**src/shared/dsb_pkg.sv**
```systemverilog
package dsb_pkg;
  // status/control bit positions
  localparam int unsigned BIT_HALT_PERMIT    = 7;
  localparam int unsigned BIT_HALT_ACTIVE    = 6;
  localparam int unsigned BIT_BKPT_ENABLE    = 5;
  localparam int unsigned BIT_FORCE_TAG      = 4;
  localparam int unsigned BIT_LINK_CLK_SEL   = 3;
  localparam int unsigned BIT_WAIT_STOP      = 2;
  localparam int unsigned BIT_WAIT_STOP_FAIL = 1;
  localparam int unsigned BIT_SLOW_FAIL      = 0;
  // reset values
  localparam logic [7:0]  CTRL_RESET = 8'h00;
  localparam logic [15:0] BKPT_RESET = 16'h0000;
  localparam int unsigned ADDR_W     = 16;

  // serial command decode presented by the protocol engine
  typedef enum logic [2:0] {
    DSB_CMD_NONE       = 3'b000,
    DSB_CMD_READ_STAT  = 3'b001,
    DSB_CMD_WRITE_CTRL = 3'b010,
    DSB_CMD_BREAKPOINT_READ_CMD  = 3'b011,
    DSB_CMD_BREAKPOINT_WRITE_CMD = 3'b100,
    DSB_CMD_FORCE_HALT = 3'b101
  } dsb_cmd_e;

  // one serial command with its write data
  typedef struct packed {
    dsb_cmd_e    cmd;
    logic [15:0] wdata;
  } dsb_req_s;

  // cpu side status
  typedef struct packed {
    logic        wait_stop;
    logic        mem_fail_ws;
    logic        insn_boundary;
    logic        opcode_fetch;
    logic        queue_end_tag;
    logic [15:0] addr;
  } dsb_cpu_s;
endpackage

```
**src/design/dsb_debug_regs.sv**
```systemverilog
`timescale 1ns/1ps
module dsb_debug_regs (
  input  wire logic             clk,
  input  wire logic             rstn,
  input  wire dsb_pkg::dsb_req_s req,
  input  wire dsb_pkg::dsb_cpu_s cpu,
  input  wire logic             resume,
  output logic [15:0]           rdata_r,
  output logic                  rvalid_r,
  output logic                  halt_active_r,
  output logic                  halt_req_r,
  output logic                  swi_req_r,
  output logic                  tag_req_r,
  output logic                  link_clock_select_r,
  output logic                  intrusive_ok_r
);
  // reset release through two flops
  logic rst_s1_r;
  logic rst_n;
  always_ff @(posedge clk or negedge rstn) begin
    if (!rstn) begin
      rst_s1_r <= 1'b0;
      rst_n    <= 1'b0;
    end else begin
      rst_s1_r <= 1'b1;
      rst_n    <= rst_s1_r;
    end
  end

  logic        halt_permit_r;
  logic        bkpt_enable_r;
  logic        force_tag_r;
  logic        ws_latched_r;
  logic        ws_fail_r;
  logic [15:0] bkpt_addr_r;
  logic        hit;
  logic        force_pend_r;

  // command decode
  wire wr_ctrl  = req.cmd == dsb_pkg::DSB_CMD_WRITE_CTRL;
  wire rd_stat  = req.cmd == dsb_pkg::DSB_CMD_READ_STAT;
  wire wr_bkpt  = req.cmd == dsb_pkg::DSB_CMD_BREAKPOINT_WRITE_CMD;
  wire rd_bkpt  = req.cmd == dsb_pkg::DSB_CMD_BREAKPOINT_READ_CMD;
  wire force_hc = req.cmd == dsb_pkg::DSB_CMD_FORCE_HALT;

  // breakpoint comparator
  dsb_bkpt_match #(.AW(dsb_pkg::ADDR_W)) u_match (
    .clk       (clk),
    .rst_n     (rst_n),
    .enable    (bkpt_enable_r),
    .cpu_addr  (cpu.addr),
    .bkpt_addr (bkpt_addr_r),
    .hit_r     (hit)
  );

  // breakpoint dispatch: force waits for boundary, tag marks fetch
  wire force_hit  = hit && bkpt_enable_r && force_tag_r;
  wire tag_hit    = hit && bkpt_enable_r && !force_tag_r && cpu.opcode_fetch;
  // pending force dropped when disabled or already halted
  wire force_pend_nxt = (force_pend_r || force_hit) && !cpu.insn_boundary && bkpt_enable_r
                      && !halt_active_r;
  wire bkpt_fire  = (force_pend_r || force_hit) && cpu.insn_boundary && bkpt_enable_r;
  wire tag_fire   = cpu.queue_end_tag && bkpt_enable_r;
  wire brk_event  = (bkpt_fire || tag_fire) && !halt_active_r;
  wire halt_enter = (brk_event || force_hc) && halt_permit_r;
  wire swi_nxt    = brk_event && !halt_permit_r;

  // halt state: entered by breakpoint or forcing command, left on resume
  wire halt_nxt = halt_enter ? 1'b1 : (resume ? 1'b0 : halt_active_r);
  // wait/stop flag: live state, or latched when forced out of wait/stop
  wire ws_latch_nxt = (force_hc && halt_permit_r && cpu.wait_stop) ? 1'b1
                    : (resume ? 1'b0 : ws_latched_r);
  // failure flag sticky; set wins over clear on resume
  wire ws_fail_nxt = cpu.mem_fail_ws ? 1'b1 : (resume ? 1'b0 : ws_fail_r);
  // halt_permit sticky until reset; write refused while halted
  wire permit_nxt = halt_permit_r
                  || (wr_ctrl && !halt_active_r && req.wdata[dsb_pkg::BIT_HALT_PERMIT]);

  // status byte; bit 2 also takes live cpu.wait_stop, bit 0 reads zero
  wire [7:0] status_byte = {halt_permit_r, halt_active_r, bkpt_enable_r, force_tag_r,
                            link_clock_select_r, ws_latched_r || cpu.wait_stop,
                            ws_fail_r, 1'b0};
  wire [15:0] rdata_nxt = rd_stat ? {8'h00, status_byte}
                        : (rd_bkpt ? bkpt_addr_r : rdata_r);

  // control bits, permit and breakpoint register
  always_ff @(posedge clk or negedge rst_n) begin
    if (!rst_n) begin
      halt_permit_r       <= dsb_pkg::CTRL_RESET[dsb_pkg::BIT_HALT_PERMIT];
      bkpt_enable_r       <= dsb_pkg::CTRL_RESET[dsb_pkg::BIT_BKPT_ENABLE];
      force_tag_r         <= dsb_pkg::CTRL_RESET[dsb_pkg::BIT_FORCE_TAG];
      link_clock_select_r <= dsb_pkg::CTRL_RESET[dsb_pkg::BIT_LINK_CLK_SEL];
      bkpt_addr_r         <= dsb_pkg::BKPT_RESET;
    end else begin
      halt_permit_r <= permit_nxt;
      if (wr_ctrl) begin
        bkpt_enable_r       <= req.wdata[dsb_pkg::BIT_BKPT_ENABLE];
        force_tag_r         <= req.wdata[dsb_pkg::BIT_FORCE_TAG];
        link_clock_select_r <= req.wdata[dsb_pkg::BIT_LINK_CLK_SEL];
      end
      if (wr_bkpt) begin
        bkpt_addr_r <= req.wdata;
      end
    end
  end

  // halt, status flags and breakpoint requests
  always_ff @(posedge clk or negedge rst_n) begin
    if (!rst_n) begin
      halt_active_r <= 1'b0;
      ws_latched_r  <= 1'b0;
      ws_fail_r     <= 1'b0;
      force_pend_r  <= 1'b0;
      halt_req_r    <= 1'b0;
      swi_req_r     <= 1'b0;
      tag_req_r     <= 1'b0;
    end else begin
      halt_active_r <= halt_nxt;
      ws_latched_r  <= ws_latch_nxt;
      ws_fail_r     <= ws_fail_nxt;
      force_pend_r  <= force_pend_nxt;
      halt_req_r    <= halt_enter;
      swi_req_r     <= swi_nxt;
      tag_req_r     <= tag_hit;
    end
  end

  // read data and permission outputs
  always_ff @(posedge clk or negedge rst_n) begin
    if (!rst_n) begin
      rdata_r        <= 16'h0000;
      rvalid_r       <= 1'b0;
      intrusive_ok_r <= 1'b0;
    end else begin
      rdata_r        <= rdata_nxt;
      rvalid_r       <= rd_stat || rd_bkpt;
      intrusive_ok_r <= halt_nxt && halt_permit_r;
    end
  end

  chk_permit_locked: assert property (@(posedge clk) disable iff (!rst_n)
    halt_active_r && wr_ctrl |=> halt_permit_r == $past(halt_permit_r))
    else $error("permit changed while halted");
  chk_permit_hold: assert property (@(posedge clk) disable iff (!rst_n)
    halt_permit_r |=> halt_permit_r)
    else $error("permit cleared without reset");
  chk_no_bkpt_off: assert property (@(posedge clk) disable iff (!rst_n)
    !bkpt_enable_r ##1 !bkpt_enable_r |-> !tag_req_r)
    else $error("tag request while breakpoint disabled");
  chk_force_halt: assert property (@(posedge clk) disable iff (!rst_n)
    force_hc && halt_permit_r && !resume |=> halt_active_r && halt_req_r)
    else $error("forcing command did not halt");
  chk_swi_path: assert property (@(posedge clk) disable iff (!rst_n)
    bkpt_fire && !halt_active_r && !halt_permit_r |=> swi_req_r && !halt_req_r)
    else $error("no software interrupt on unpermitted break");
  chk_force_brk: assert property (@(posedge clk) disable iff (!rst_n)
    bkpt_fire && halt_permit_r && !halt_active_r && !resume |=> halt_active_r)
    else $error("force breakpoint did not halt");
  chk_ws_fail: assert property (@(posedge clk) disable iff (!rst_n)
    cpu.mem_fail_ws |=> ws_fail_r)
    else $error("wait/stop failure not flagged");
  chk_stat_read: assert property (@(posedge clk) disable iff (!rst_n)
    rd_stat |=> rvalid_r && rdata_r[0] == 1'b0 && rdata_r[6] == $past(halt_active_r))
    else $error("status read wrong");
  chk_ws_bit: assert property (@(posedge clk) disable iff (!rst_n)
    rd_stat && cpu.wait_stop |=> rdata_r[2])
    else $error("wait/stop bit not shown");
  chk_clk_sel: assert property (@(posedge clk) disable iff (!rst_n)
    wr_ctrl |=> link_clock_select_r == $past(req.wdata[3]))
    else $error("clock select not written");
endmodule

```
**src/design/dsb_bkpt_match.sv**
```systemverilog
`timescale 1ns/1ps
// address comparator for the breakpoint register
module dsb_bkpt_match #(
  parameter int unsigned AW = 16
) (
  input  wire logic          clk,
  input  wire logic          rst_n,
  input  wire logic          enable,
  input  wire logic [AW-1:0] cpu_addr,
  input  wire logic [AW-1:0] bkpt_addr,
  output logic               hit_r
);
  // full-width equality each bus cycle, gated by enable
  wire hit_nxt = enable && (cpu_addr == bkpt_addr);

  // registered hit
  always_ff @(posedge clk or negedge rst_n) begin
    if (!rst_n) begin
      hit_r <= 1'b0;
    end else begin
      hit_r <= hit_nxt;
    end
  end

  chk_hit_needs_en: assert property (@(posedge clk) disable iff (!rst_n)
    hit_r |-> $past(enable) && $past(cpu_addr) == $past(bkpt_addr))
    else $error("hit without enabled address match");
endmodule

```
**config.mk**
```make
export PLATFORM = sky130hd
export DESIGN_NAME = dsb_debug_regs
export DESIGN_NICKNAME = d
export VERILOG_FILES = /design/src/shared/dsb_pkg.sv /design/src/design/dsb_debug_regs.sv /design/src/design/dsb_bkpt_match.sv
export SDC_FILE = /design/constraint.sdc
export NUM_CORES = 1
export LEC_CHECK = 0
export ABC_CLOCK_PERIOD_IN_PS = 3700
export BUFFER_PORTS_ARGS = -buffer_cell sky130_fd_sc_hd__buf_4
export CAP_MARGIN = 15
export CORE_MARGIN = 4
export CORE_UTILIZATION = 54
export CTS_CLUSTER_SIZE = 16
export DETAILED_ROUTE_END_ITERATION = 10
export GPL_ROUTABILITY_DRIVEN = 0
export PLACE_DENSITY = 0.84
export SKIP_CTS_REPAIR_TIMING = 1
export SLEW_MARGIN = 15
export SYNTH_ARGS = -nofsm -noshare
export SYNTH_HDL_FRONTEND = slang
export SYNTH_SLANG_ARGS = --single-unit
```
**constraint.sdc**
```tcl
create_clock -name clk -period 3.7 [get_ports clk]
set_input_delay 0.37 -clock clk [delete_from_list [all_inputs] [get_ports clk]]
set_output_delay 0.37 -clock clk [all_outputs]
set_load 0.02 [all_outputs]
```
Yosys cells after proc, flatten, opt, wreduce, memory -nomap -nowiden
Index checks and enable logic that the tools add are counted.
{"block": "classes", "eq_ne": 6, "reduce_logical": 32, "n_mux": 7}
{"cell": "$mux W16", "n": 2}
{"cell": "$logic_and A1 B1 Y1", "n": 19}
{"cell": "$eq A16 B16 Y1", "n": 1}
{"cell": "$eq A3 B2 Y1 const B", "n": 2}
{"cell": "$eq A3 B3 Y1 const B", "n": 2}
{"cell": "$logic_or A1 B1 Y1", "n": 6}
{"cell": "$reduce_bool A2 Y1", "n": 3}
{"cell": "$mux W1", "n": 5}
{"cell": "$logic_not A1 Y1", "n": 4}
{"cell": "$eq A3 B1 Y1 const B", "n": 1}
{"block": "totals", "output_inout_bits": 23, "register_bits": 48, "input_bits": 43}

Longest topological paths before layout
{"block": "logic_depth", "ltp_word": 11, "ltp_mapped": 4, "ltp_nobuf": 4}

By module
Synthesis repeated with hierarchy kept, for this count alone.
{"block": "hier_totals", "cells_unflattened": 169, "hier_area_um2": 2059.5}
{"mod": "dsb_debug_regs", "area_per_inst_um2": 1853.0, "instances": 1, "cells_per_inst": 146, "seq_area_each_um2": 1176.1}
{"mod": "dsb_bkpt_match", "area_per_inst_um2": 206.4, "instances": 1, "cells_per_inst": 23, "seq_area_each_um2": 25.0}

Worst setup path after synthesis
No wires, ideal clock.
{"block": "synth_path", "path_kind": "input port to flip-flop", "from": "input req[16] in the netlist's numbering", "to": "register bkpt_addr_r[0]", "path_slack_ns": 2.376, "t_required_ns": 3.575, "arrival_time_ns": 1.199, "stages": 3, "n_path_buf": 1, "setup_time_ns": 0.125, "path_cell_list": "nor3b_4 -> buf_6 -> mux2_2"}
{"block": "synth_between", "elab_chain_len": 1}
{"item": "start, declared", "line_no": "dsb_debug_regs.sv:5", "text": "input wire dsb_pkg::dsb_req_s req,"}
{"item": "$eq A3 B3 Y1", "line_no": "dsb_debug_regs.sv:42", "text": "wire wr_bkpt = req.cmd == dsb_pkg::DSB_CMD_BREAKPOINT_WRITE_CMD;"}
{"item": "end signal, assigned", "line_no": "dsb_debug_regs.sv:93", "text": "bkpt_addr_r <= dsb_pkg::BKPT_RESET;"}
{"item": "end signal, assigned", "line_no": "dsb_debug_regs.sv:102", "text": "bkpt_addr_r <= req.wdata;"}
{"item": "end, declared", "line_no": "dsb_debug_regs.sv:35", "text": "logic [15:0] bkpt_addr_r;"}
No other way between the ends.
A chain may end at the register's enable or synchronous reset.

Worst setup path in the final report
{"block": "layout_path", "from": "input req[17] in the netlist's numbering", "to": "register bkpt_addr_r[0]"}
Same word-level chain as after synthesis.

==> impl_metrics.yaml <==
setup_path:
  rr_worst_depth: 4
  cp_num_buf_inv: 1
  critPathTopFamily: "simple AND/OR/NAND/NOR gates"
  max_stage_delay_ns: 0.71
  worst_ep_required_time_ns: 3.89
  end_kind: "flip-flop"
  start_kind: "input pin"
  crit_slowest_cell: "nor3b_4"
  critical_path_class: "input pin to flip-flop"
  path_cells: "buf_4 > nor3b_4 > mux2_2"
  r2r_end: "u_match.hit_r"
  cp_max_fo: 20
  reg2reg_slack_ns: 2.31
  worst_r2r_startpoint: "bkpt_addr_r[12]"
  worst_ep_arrival_time_ns: 1.70
route:
  drt_iter0_drc: 64
  wl_per_cell_um: 15.2
  wirelength_mm: 4.31
  drcViolationCount: 0
  vias: 1438
  ant_nets: 0
  dr.pass1.iters: 4
  viasPerCell: 5.06
synth:
  yosysMostFrequentCell: "dfrtp_1"
  synthTopCellsByCount: "48 x dfrtp_1, 28 x nand2_1, 19 x mux2_2"
  avgSynthCellArea_um2: 12.1
  synth-main-ff-cell: "dfrtp_1"
  synth_area_leaders: "dfrtp_1 59%, mux2_2 11%, nand2_1 5.2%"
  synth_edf_count: 0
  mappedNetlistNets: 211
  synthArstFlopShare_pct: 100
  yosysSeqAreaShare_pct: 59.2
  postSynthCellCount: 168
  synth_top_cell_area_share_pct: 59.2
  ys_warn_count: 0
  ys_ff_latch: 48
  syn_area_mm2: 0.00203
  yosysTopAreaCell: "dfrtp_1"
  synth.distinct_cells: 29
power_and_ir_drop:
  power.switching_mw: 0.392
  p_clk_share_pct: 24.5
  switching_share_pct: 29.8
  total_power_mw: 1.32
  peakVddDrop_uv: 319
  seq_power_share_pct: 51.9
  leakagePower_nw: 1.28
  power.density_mw_per_mm2: 497
  p_comb_share_pct: 23.6
  internal-power_mw: 0.925
sta:
  rsz0062_at_grt: "no"
  fin_ws_ns: 2.19
  max_slew_margin_pct: 33.2
  hold_viol: 0
  hold_ws_ns: 0.234
  fmax_mhz: 662
  fin_skew_ns: 0.00513
  fin_crit_ns: 1.51
  setup_tns_ns: 0
  tightest_slew_ns: 1.00
  setup_violations: 0
  slew_violations: 0
  finalCritPeriodShare_pct: 40.8
min_path:
  min_path_cells: 2
  holdPathEnd: "force_pend_r"
  hold_class: "input pin to flip-flop"
  worstHoldStart: "cpu[18]"
placement:
  portBuffers: 65
  pre_cts_slack_ns: 1.88
  dp_hpwl_mm: 3.27
  dpl.cell_count: 275
  placed_area_mm2: 0.00254
flow_run:
  max_cap_viol_count: 0
cells_and_area:
  stdcell_area_mm2: 0.00265
  syn2layout_area_growth_pct: 30.5
  drive_above_1_share_pct: 40.3
  largest_registers: "bkpt_addr_r: 16 flops, rdata_r: 16 flops"
  final_util_pct: 72.9
  fill_cells: 285
  layout.nets: 278
  final_cells: 284
  antenna_cells: 0
grt:
  grtUsageTotal_pct: 19.3
  grt_max_degree: 47
  grt_pass1_vias: 1529
  grt_remaining_overflow: 0
  grt_pass1_wl_mm: 7.33
  antenna_found_initial: 0
die:
  initial_core_util_pct: 55.9
  io_pins: 66
  dieArea_mm2: 0.00480
  coreArea_mm2: 0.00363
  rows: 22
  die_h_um: 69.3
  die_width_um: 69.3
clock_tree:
  clock_latency_ns: 0.30
  cts_max_path_buffers: 2
  path_clk_slew_ns: 0.08
  cts_inserted_buffers: 5
  cts_tree: "yes"
  clockRootBuffer: "clkbuf_8"
  clkSinkCount: 48
  htreeDepth: 2
status:
  outcome: "completed"
-- logic make-up after synthesis --
| kind of cell | share of synthesized area, % |
|---|---|
| flops | 59.2 |
| simple gates | 10.9 |
| compound gates | 7.03 |
| mux | 13.5 |
| xor+xnor | 6.90 |
| buf+inv | 2.28 |
| other cells | 0.185 |
-- per-layer routing --
metal	up-vias	GRT usage [%]	wire [µm]
met5	-	0	0
met2	45	30.3	2140
li1	699	-	-
met1	687	25.0	1880
met4	0	7.38	55
met3	7	5.94	231
-- power by group through the flow --
stage	Combinational (mW)	Sequential (mW)	Clock, mW
after floorplan	0.133	0.727	0
after global placement	0.304	0.690	0
after detailed placement	0.313	0.695	0
after CTS	0.314	0.685	0.323
after global routing	0.341	0.700	0.344
final	0.311	0.684	0.323
-- cells in the final DEF (no fill, tap or decap), types with 2 or more instances in the layout --
| master | instances |
|---|---|
| a21o_1 | 3 |
| a21oi_1 | 2 |
| buf_4 | 65 |
| clkbuf_8 | 6 |
| dfrtp_1 | 47 |
| inv_1 | 3 |
| mux2_2 | 19 |
| mux2i_1 | 6 |
| nand2_1 | 28 |
| nand4_1 | 3 |
| nor2_1 | 3 |
| nor4_1 | 2 |
| o21ai_0 | 17 |
| xnor2_1 | 12 |
| xor2_1 | 4 |
-- worst max-delay path by stage --
stage	startpoint	endpoint	depth (start not counted)
after floorplan	rst_n	bkpt_addr_r[0]	0
after global placement	req[17]	bkpt_addr_r[2]	3
after detailed placement	req[17]	bkpt_addr_r[2]	3
after CTS	req[17]	bkpt_addr_r[2]	3
after global routing	req[18]	rdata_r[3]	3
final	req[17]	bkpt_addr_r[0]	3
-- area by class of cell --
| cell class | instances | area, µm² | area share, % |
|---|---|---|---|
| flip-flops and latches | 48 | 1200 | 45.4 |
| multi-input cells | 111 | 782 | 29.5 |
| repair buffers | 66 | 498 | 18.8 |
| clock buffers | 7 | 86.3 | 3.26 |
| well taps | 48 | 60.1 | 2.27 |
| inverters | 3 | 11.3 | 0.425 |
| clock inverters | 1 | 7.51 | 0.284 |
Power figures use the tool's default switching activity.
